[config.mk]
export PLATFORM = sky130hd
export DESIGN_NAME = aod_overrange
export DESIGN_NICKNAME = d
export VERILOG_FILES = /design/src/shared/aod_pkg.sv /design/src/design/aod_chan_det.sv /design/src/design/aod_overrange.sv
export SDC_FILE = /design/constraint.sdc
export NUM_CORES = 1
export LEC_CHECK = 0
export BUFFER_PORTS_ARGS = -buffer_cell sky130_fd_sc_hd__buf_2
export CELL_PAD_IN_SITES_DETAIL_PLACEMENT = 0
export CELL_PAD_IN_SITES_GLOBAL_PLACEMENT = 1
export CORE_MARGIN = 2
export CORE_UTILIZATION = 42
export DETAILED_ROUTE_END_ITERATION = 7
export PLACE_DENSITY = 0.77
export SYNTH_ARGS = -nofsm -noshare
export SYNTH_HDL_FRONTEND = slang
export SYNTH_SLANG_ARGS = --single-unit
[constraint.sdc]
create_clock -name clk -period 7.65 [get_ports clk]
set_clock_uncertainty 0.1 [all_clocks]
set_input_delay 0.765 -clock clk [delete_from_list [all_inputs] [get_ports clk]]
set_output_delay 0.765 -clock clk [all_outputs]
set_load 0.02 [all_outputs]
[src/shared/aod_pkg.sv]
// Shared constants for the overrange detector: register map, fields, timing
package aod_pkg;
  // ----------------------------------------------------------------------
  // Widths
  // ----------------------------------------------------------------------
  localparam int SAMPLE_W = 12;
  localparam int THR_W = 8;
  localparam int HOLD_SET_W = 3;
  localparam int HOLD_CNT_W = 11;
  localparam int WIN_CNT_W = 8;
  localparam int IQ_W = 16;
  localparam int ADDR_W = 8;
  localparam int DATA_W = 32;
  localparam int NUM_CHAN = 2;
  localparam int NUM_EVT = 4;

  // ----------------------------------------------------------------------
  // Timing: flag hold is HOLD_BASE device-clock cycles times 2**setting
  // ----------------------------------------------------------------------
  localparam logic [HOLD_CNT_W-1:0] HOLD_BASE = 11'h008;
  localparam logic [WIN_CNT_W-1:0] WIN_BASE = 8'h01;

  // ----------------------------------------------------------------------
  // Register offsets (byte addresses)
  // ----------------------------------------------------------------------
  localparam logic [ADDR_W-1:0] REG_THRESH = 8'h00;
  localparam logic [ADDR_W-1:0] REG_CTRL = 8'h04;
  localparam logic [ADDR_W-1:0] REG_STATUS = 8'h08;
  localparam logic [ADDR_W-1:0] REG_MASK = 8'h0C;
  localparam logic [ADDR_W-1:0] REG_LIVE = 8'h10;

  // ----------------------------------------------------------------------
  // Field positions
  // ----------------------------------------------------------------------
  localparam int THR_HIGH_LSB = 0;
  localparam int THR_LOW_LSB = 8;
  localparam int CTRL_HOLD_LSB = 0;
  localparam int CTRL_EMBED_BIT = 3;
  localparam int CTRL_FGCAL_BIT = 4;
  localparam int LIVE_CALBUSY_BIT = 4;

  // ----------------------------------------------------------------------
  // Reset values
  // ----------------------------------------------------------------------
  localparam logic [THR_W-1:0] HIGH_THR_RST = 8'hFF;
  localparam logic [THR_W-1:0] LOW_THR_RST = 8'hFF;
  localparam logic [HOLD_SET_W-1:0] HOLD_SET_RST = 3'h0;
  localparam logic [NUM_EVT-1:0] MASK_RST = 4'h0;
endpackage : aod_pkg

[src/design/aod_chan_det.sv]
// One channel of the overrange detector: magnitude, compare, hold, window
`timescale 1ns/10ps
module aod_chan_det (
  // Clock and reset
  input wire logic clk,
  input wire logic rst,
  // Sample stream
  input wire logic sampleValid,
  input wire logic [aod_pkg::SAMPLE_W-1:0] sample,
  // Configuration
  input wire logic [aod_pkg::THR_W-1:0] highThresh,
  input wire logic [aod_pkg::THR_W-1:0] lowThresh,
  input wire logic [aod_pkg::HOLD_SET_W-1:0] holdSetting,
  // Results: index 0 high-level threshold, index 1 low-level threshold
  output logic [1:0] hitNow,
  output logic [1:0] pinFlag,
  output logic [1:0] winFlag
);

  typedef struct packed {
    logic [1:0][aod_pkg::HOLD_CNT_W-1:0] holdCnt;
    logic [1:0] flag;
    logic [aod_pkg::WIN_CNT_W-1:0] winCnt;
    logic [1:0] acc;
    logic [1:0] winFlag;
  } aod_chan_st_t;

  aod_chan_st_t st_q;
  aod_chan_st_t st_d;
  logic [aod_pkg::THR_W-1:0] mag;
  logic [aod_pkg::HOLD_CNT_W-1:0] holdLen;
  logic [aod_pkg::WIN_CNT_W-1:0] winLen;
  logic winLast;

  // Saturating absolute value, upper eight bits kept for the compare
  function automatic logic [aod_pkg::THR_W-1:0] magUpper(
    input logic [aod_pkg::SAMPLE_W-1:0] s
  );
    logic [aod_pkg::SAMPLE_W-2:0] m;
    m = s[aod_pkg::SAMPLE_W-2:0];
    if (s[aod_pkg::SAMPLE_W-1]) begin
      // Most negative code has no positive twin, so clamp instead of wrap
      if (m == '0) begin
        m = '1;
      end else begin
        m = (~m) + 1'b1;
      end
    end
    return m[aod_pkg::SAMPLE_W-2 -: aod_pkg::THR_W];
  endfunction : magUpper

  // Next-state logic for compare, hold stretch and monitoring window
  always_comb begin
    st_d = st_q;
    mag = magUpper(sample);
    hitNow[0] = sampleValid && (mag >= highThresh);
    hitNow[1] = sampleValid && (mag >= lowThresh);
    holdLen = aod_pkg::HOLD_BASE << holdSetting;
    winLen = aod_pkg::WIN_BASE << holdSetting;
    // Greater-or-equal keeps a shrunken window from running past its end
    winLast = (st_q.winCnt >= winLen - 1'b1);
    for (int k = 0; k < 2; k++) begin
      // Flag stands holdLen cycles counted from the last hit
      if (hitNow[k]) begin
        st_d.holdCnt[k] = holdLen;
      end else if (st_q.holdCnt[k] != '0) begin
        st_d.holdCnt[k] = st_q.holdCnt[k] - 1'b1;
      end
      st_d.flag[k] = hitNow[k] || (st_q.holdCnt[k] > 1);
      if (sampleValid) begin
        if (winLast) begin
          st_d.winFlag[k] = st_q.acc[k] | hitNow[k];
          st_d.acc[k] = 1'b0;
        end else begin
          st_d.acc[k] = st_q.acc[k] | hitNow[k];
        end
      end
    end
    if (sampleValid) begin
      st_d.winCnt = winLast ? '0 : st_q.winCnt + 1'b1;
    end
  end

  // State register
  always_ff @(posedge clk or posedge rst) begin
    if (rst) begin
      st_q <= '0;
    end else begin
      st_q <= st_d;
    end
  end

  assign pinFlag = st_q.flag;
  assign winFlag = st_q.winFlag;

endmodule : aod_chan_det

[src/design/aod_overrange.sv]
// Overrange detector top: register port, two channels, pins, embedding
//
// Notes on behaviour
// - Each 12-bit sample is turned into a magnitude whose upper 8 bits are compared with two thresholds.
// - Both channels use the same pair of thresholds; there is no per-channel setting.
// - The magnitude saturates, so -2048 reads as 2047 and -2032 and +2032 both compare as 254.
// - A flag is 1 when the 8-bit magnitude is at or above its threshold, else 0.
// - Channel A and channel B each drive a high-level and a low-level flag pin.
// - A pin flag stays high 8 times 2 to the hold setting cycles after the last hit.
// - In complex mode I samples carry the high-level flag as LSB and Q samples the low-level flag.
// - An embedded flag is high if its channel hit within a window of 2 to the hold setting samples.
// - Foreground calibration halts sample comparison; background calibration does not.
`timescale 1ns/10ps
module aod_overrange (
  // Clock and reset
  input wire logic clk,
  input wire logic rst,
  // Register port
  input wire logic [aod_pkg::ADDR_W-1:0] regAddr,
  input wire logic [aod_pkg::DATA_W-1:0] regWrData,
  input wire logic regWr,
  input wire logic regRd,
  output logic [aod_pkg::DATA_W-1:0] regRdData,
  // Converted samples, one per channel per valid cycle
  input wire logic sampleValid,
  input wire logic [aod_pkg::SAMPLE_W-1:0] sampleA,
  input wire logic [aod_pkg::SAMPLE_W-1:0] sampleB,
  // Calibration engine status
  input wire logic calBusy,
  // Complex decimated samples in
  input wire logic iqValid,
  input wire logic [aod_pkg::IQ_W-1:0] iSampleA,
  input wire logic [aod_pkg::IQ_W-1:0] qSampleA,
  input wire logic [aod_pkg::IQ_W-1:0] iSampleB,
  input wire logic [aod_pkg::IQ_W-1:0] qSampleB,
  // Complex samples out with embedded flags
  output logic iqOutValid,
  output logic [aod_pkg::IQ_W-1:0] iOutA,
  output logic [aod_pkg::IQ_W-1:0] qOutA,
  output logic [aod_pkg::IQ_W-1:0] iOutB,
  output logic [aod_pkg::IQ_W-1:0] qOutB,
  // Flag pins
  output logic chanAHighLevelFlag,
  output logic chanALowLevelFlag,
  output logic chanBHighLevelFlag,
  output logic chanBLowLevelFlag,
  // Interrupt
  output logic irq
);

  // ----------------------------------------------------------------------
  // State
  // ----------------------------------------------------------------------
  typedef struct packed {
    logic [aod_pkg::THR_W-1:0] highThresh;
    logic [aod_pkg::THR_W-1:0] lowThresh;
    logic [aod_pkg::HOLD_SET_W-1:0] holdSetting;
    logic embedEn;
    logic fgCalMode;
    logic [aod_pkg::NUM_EVT-1:0] status;
    logic [aod_pkg::NUM_EVT-1:0] mask;
    logic [aod_pkg::DATA_W-1:0] rdData;
    logic irq;
    logic iqValid;
    logic [aod_pkg::IQ_W-1:0] iA;
    logic [aod_pkg::IQ_W-1:0] qA;
    logic [aod_pkg::IQ_W-1:0] iB;
    logic [aod_pkg::IQ_W-1:0] qB;
  } aod_top_st_t;

  aod_top_st_t st_q;
  aod_top_st_t st_d;
  // Reset image as a constant, so the async branch loads no logic output
  localparam aod_top_st_t ST_RST = '{
    highThresh: aod_pkg::HIGH_THR_RST,
    lowThresh: aod_pkg::LOW_THR_RST,
    holdSetting: aod_pkg::HOLD_SET_RST,
    mask: aod_pkg::MASK_RST,
    default: '0
  };

  logic sampleAccept;
  logic [aod_pkg::NUM_CHAN-1:0][aod_pkg::SAMPLE_W-1:0] chanSample;
  logic [aod_pkg::NUM_CHAN-1:0][1:0] chanHit;
  logic [aod_pkg::NUM_CHAN-1:0][1:0] chanPin;
  logic [aod_pkg::NUM_CHAN-1:0][1:0] chanWin;
  logic [aod_pkg::NUM_EVT-1:0] evt;
  logic [aod_pkg::NUM_EVT-1:0] live;

  // ----------------------------------------------------------------------
  // Sample gating
  // ----------------------------------------------------------------------
  // A foreground run takes the cores offline, so its output is not data
  assign sampleAccept = sampleValid && !(st_q.fgCalMode && calBusy);
  assign chanSample[0] = sampleA;
  assign chanSample[1] = sampleB;

  // ----------------------------------------------------------------------
  // Channel detectors
  // ----------------------------------------------------------------------
  // One detector per channel, both fed from the same threshold registers
  for (genvar c = 0; c < aod_pkg::NUM_CHAN; c++) begin : g_chan
    aod_chan_det u_det (
      .clk(clk),
      .rst(rst),
      .sampleValid(sampleAccept),
      .sample(chanSample[c]),
      .highThresh(st_q.highThresh),
      .lowThresh(st_q.lowThresh),
      .holdSetting(st_q.holdSetting),
      .hitNow(chanHit[c]),
      .pinFlag(chanPin[c]),
      .winFlag(chanWin[c])
    );
  end

  // Event and live vectors: A high, A low, B high, B low
  assign evt = {chanHit[1][1], chanHit[1][0], chanHit[0][1], chanHit[0][0]};
  assign live = {chanPin[1][1], chanPin[1][0], chanPin[0][1], chanPin[0][0]};

  // ----------------------------------------------------------------------
  // Register port, interrupt and sample embedding
  // ----------------------------------------------------------------------
  always_comb begin
    st_d = st_q;
    st_d.rdData = '0;
    // Writes land at the edge, so the next sample already sees them
    if (regWr) begin
      unique case (regAddr)
        aod_pkg::REG_THRESH: begin
          st_d.highThresh =
            regWrData[aod_pkg::THR_HIGH_LSB +: aod_pkg::THR_W];
          st_d.lowThresh =
            regWrData[aod_pkg::THR_LOW_LSB +: aod_pkg::THR_W];
        end
        aod_pkg::REG_CTRL: begin
          st_d.holdSetting =
            regWrData[aod_pkg::CTRL_HOLD_LSB +: aod_pkg::HOLD_SET_W];
          st_d.embedEn = regWrData[aod_pkg::CTRL_EMBED_BIT];
          st_d.fgCalMode = regWrData[aod_pkg::CTRL_FGCAL_BIT];
        end
        aod_pkg::REG_MASK: begin
          st_d.mask = regWrData[aod_pkg::NUM_EVT-1:0];
        end
        default: begin
        end
      endcase
    end
    // Read data stands only in the cycle after the strobe
    if (regRd) begin
      unique case (regAddr)
        aod_pkg::REG_THRESH: begin
          st_d.rdData[aod_pkg::THR_HIGH_LSB +: aod_pkg::THR_W] =
            st_q.highThresh;
          st_d.rdData[aod_pkg::THR_LOW_LSB +: aod_pkg::THR_W] =
            st_q.lowThresh;
        end
        aod_pkg::REG_CTRL: begin
          st_d.rdData[aod_pkg::CTRL_HOLD_LSB +: aod_pkg::HOLD_SET_W] =
            st_q.holdSetting;
          st_d.rdData[aod_pkg::CTRL_EMBED_BIT] = st_q.embedEn;
          st_d.rdData[aod_pkg::CTRL_FGCAL_BIT] = st_q.fgCalMode;
        end
        aod_pkg::REG_STATUS: begin
          st_d.rdData[aod_pkg::NUM_EVT-1:0] = st_q.status;
        end
        aod_pkg::REG_MASK: begin
          st_d.rdData[aod_pkg::NUM_EVT-1:0] = st_q.mask;
        end
        aod_pkg::REG_LIVE: begin
          st_d.rdData[aod_pkg::NUM_EVT-1:0] = live;
          st_d.rdData[aod_pkg::LIVE_CALBUSY_BIT] = calBusy;
        end
        default: begin
        end
      endcase
    end
    // Sticky events: a hit in the clearing read's cycle survives the clear
    if (regRd && regAddr == aod_pkg::REG_STATUS) begin
      st_d.status = evt;
    end else begin
      st_d.status = st_q.status | evt;
    end
    st_d.irq = |(st_d.status & st_q.mask);
    // Complex samples: swap the LSB for the windowed flag when enabled
    st_d.iqValid = iqValid;
    if (iqValid) begin
      if (st_q.embedEn) begin
        st_d.iA = {iSampleA[aod_pkg::IQ_W-1:1], chanWin[0][0]};
        st_d.qA = {qSampleA[aod_pkg::IQ_W-1:1], chanWin[0][1]};
        st_d.iB = {iSampleB[aod_pkg::IQ_W-1:1], chanWin[1][0]};
        st_d.qB = {qSampleB[aod_pkg::IQ_W-1:1], chanWin[1][1]};
      end else begin
        st_d.iA = iSampleA;
        st_d.qA = qSampleA;
        st_d.iB = iSampleB;
        st_d.qB = qSampleB;
      end
    end
  end

  // State register
  always_ff @(posedge clk or posedge rst) begin
    if (rst) begin
      st_q <= ST_RST;
    end else begin
      st_q <= st_d;
    end
  end

  // ----------------------------------------------------------------------
  // Outputs
  // ----------------------------------------------------------------------
  // Flag pins come straight from the detectors' hold flip-flops
  assign chanAHighLevelFlag = chanPin[0][0];
  assign chanALowLevelFlag = chanPin[0][1];
  assign chanBHighLevelFlag = chanPin[1][0];
  assign chanBLowLevelFlag = chanPin[1][1];
  assign regRdData = st_q.rdData;
  assign irq = st_q.irq;
  assign iqOutValid = st_q.iqValid;
  assign iOutA = st_q.iA;
  assign qOutA = st_q.qA;
  assign iOutB = st_q.iB;
  assign qOutB = st_q.qB;

endmodule : aod_overrange

==> out/metrics.csv <==
stage;metric;value;unit
worst_setup_path;crit_path_frequent_cell;nand2b_1;
floorplan;dieWidth;162;um
routing;vias;7288;
placed_design;dpl.hpwl;17800;um
timing;finalSetupViolations;0;
floorplan;io_pins;237;
worst_setup_path;worstPathCellList;buf_2 -> or4_4 -> nor4_2 -> nand2b_1 -> or3b_1 -> and2_1 -> ha_1 -> nand2b_1 -> a2111oi_0 -> o31ai_1 -> and2_0 -> mux2i_1;
timing;finalMaxSlewViolations;0;
floorplan;die_y;162;um
finish;area_growth;12.2;%
yosys;avgSynthCellArea;10.6;um^2
finish;n_fill_cell;2209;
cts;post_cts.repair.setup_buffers;0;
routing;drt_iter0_drc;395;
worst_setup_path;path_class;input port to register;
cts;path_clk_slew;0.07;ns
run_status;run_status;completed;
yosys;ys_warn_count;0;
timing;fin_setup_tns;0;ns
placed_design;pre_cts_ws;2.63;ns
timing;min_period_over_period;59.4;%
timing;finalHoldViolations;0;
yosys;synth.distinct_cells;64;
floorplan;rows;57;
yosys;synth_top_family_by_area;simple AND/OR/NAND/NOR gates;
cts;htreeDepth;4;
cts;clock_latency;0.43;ns
worst_hold_path;min_path_type;input port to asynchronous set/reset pin;
floorplan;coreArea;24300;um^2
routing;wl_per_cell;16.1;um
routing;viasPerCell;5.05;
cts;cts_hold_buf;0;
worst_setup_path;arrival;4.79;ns
cts;cts.sinks;183;
global_route;track_usage;17.9;%
global_route;grt_pass1_wl;37200;um
timing;slew_headroom;20.5;%
yosys;synthSimpleGateAreaFrac;13.8;%
floorplan;start_util;42.9;%
placed_design;gp_congestion;0.845;
finish;final_nets;1297;
worst_setup_path;endpoint_kind;register;
yosys;syn_inst;986;
worst_setup_path;start_kind;input port;
finish;final_common_cell;buf_2;
global_route;grt_max_degree;70;
yosys;synthArstFlopShare;100;%
worst_setup_path;slowest_delay;0.90;ns
global_route;antenna_found_initial;3;
cts;cts_tree;built;
power;vdd_drop_max;0.151;mV
yosys;synth_xor_area_share;3.27;%
placed_design;io_buffers;204;
worst_setup_path;path_buf_inv;1;
timing;tightestPinTransition;1.19;ns
routing;totalWireLength;23300;um
yosys;ys_ff_latch;183;
yosys;synthMuxAreaShare;13.7;%
finish;drive_above_1_share;32.6;%
power;p_per_area;272;nW/um^2
routing;drc;0;
yosys;ys.flop_type;dfrtp_1;
global_route;grt-ovfl-total;0;
yosys;synth_compound_area_share;8.62;%
timing;max_freq;220;MHz
yosys;synth_edf_count;0;
power;cellLeakagePower;5.50;nW
timing;fin_ws;3.10;ns
timing;min_period;4.55;ns
routing;drt_first_pass_iters;5;
cts;cts_root_buf;clkbuf_16;
worst_setup_path;cpLargestDelayFamily;simple AND/OR/NAND/NOR gates;
cts;clockBufferDepth;2;
worst_setup_path;crit_slowest_cell;and2_0;
run;max_cap_violations;0;
cts;post_cts_resized;0;
worst_setup_path;crit_fanout;13;
yosys;synthAdderAreaFrac;7.08;%
routing;antenna_left;0;
worst_setup_path;required;7.90;ns
cts;cts_made_buffers;17;
global_route;grt_pass1_vias;7131;
floorplan;dieArea;26100;um^2
timing;rsz0062_at_grt;no;
yosys;yosysSeqAreaShare;44.1;%
yosys;syn_area;10400;um^2
finish;final_cell_mix;204 x buf_2, 167 x dfrtp_1, 83 x mux2_2, 82 x nand2_1, 59 x ha_1;
[kinds of logic after synthesis]
family                   Yosys count
AO/OA/AOI/OAI                    138
XOR/XNOR                          39
adder cells (fa/ha/maj)           59
buffers and inverters            160
flip-flops                       183
multiplexers                     127
other                              2
AND/OR/NAND/NOR                  278
[synthesized netlist by cell type, drive strengths merged, types with 11 or more instances]
library cell	count	area (um^2)
dfrtp	167	4180
buf	103	763
mux2	93	1080
nand2	82	308
ha	59	738
nor2	58	234
a21oi	34	170
mux2i	34	340
inv	32	120
xor2	29	254
o21ai	28	140
clkbuf	25	95.1
nand3	22	110
nor3	20	100
dfstp	16	420
and2	15	93.8
nor4	14	100
o31ai	13	97.6
or4	11	93.8
[cell type report]
type,instances,area (um^2),area share [%]
clock inverters,14,156,1.34
inverters,32,125,1.07
multi-input cells,659,4920,42.0
clock buffers,18,429,3.67
repair buffers,210,1070,9.11
well taps,324,405,3.46
diodes,2,5.00,0.0428
flip-flops and latches,183,4600,39.3
[layer usage]
layer / global-route usage [%] / share of wire, %
met3: 3.29 / 4.3
met5: 0 / 0
met4: 5.84 / 2.0
met1: 23.0 / 45
met2: 30.7 / 49
[sequential cells by signal, summed over array words and instances (netlist names)]
register and cells:
g_chan.u_det.winFlag 4, iOutB 16, regRdData 16, qOutA 16
qOutB 16, g_chan.u_det.pinFlag 4, irq 1, iqOutValid 1
iOutA 16, st_q 29, g_chan.u_det.st_q 64
[through the flow]
stage | hold slack [ns] | cells | util, % | power [mW] | cell area (um^2)
2_1_floorplan | 0.363 | 1002 | - | 2.12 | 10500
5_1_grt | 0.320 | 1441 | 48.1 | 3.42 | 11700
6_report | 0.286 | 1442 | 48.1 | 3.18 | 11700
3_3_place_gp | 0.378 | 1408 | 45.7 | 2.32 | 11100
3_5_place_dp | 0.385 | 1408 | 45.7 | 2.34 | 11100
4_1_cts | 0.301 | 1440 | 48.1 | 3.21 | 11700
[worst reg2reg max path, stage by stage (launching register included)]
cell and delay (ns):
dfrtp_1 0.53, or3_1 0.63, ha_1 0.33, nor3_1 0.14, a21oi_1 0.06, o32a_1 0.25, ha_1 0.30, nand4_1 0.30
o31ai_1 0.73, mux2_2 0.41
[where the power goes]
part	switching [mW]	total, mW	internal [mW]
clock	0.423	0.863	0.439
combinational	0.557	0.985	0.428
sequential	0.179	1.33	1.15
total	1.16	3.18	2.02
[final timing paths]
kind / startpoint / to / slack, ns / cells after the start
setup reg to reg: st_q[108] / g_chan[1].u_det.winFlag[1] / 3.75 / 9
setup / recovery: sampleA[3] / g_chan[0].u_det.st_q[18] / 3.10 / 12
max in group asynchronous: rst / st_q[106] / 5.90 / 3
min in group clk: g_chan[0].u_det.st_q[3] / g_chan[0].u_det.st_q[3] / 0.40 / 2
hold / removal: rst / qOutA[15] / 0.29 / 2
hold reg to reg: g_chan[0].u_det.st_q[3] / g_chan[0].u_det.st_q[3] / 0.40 / 2
Note: power is estimated with default switching activity, not from simulation.
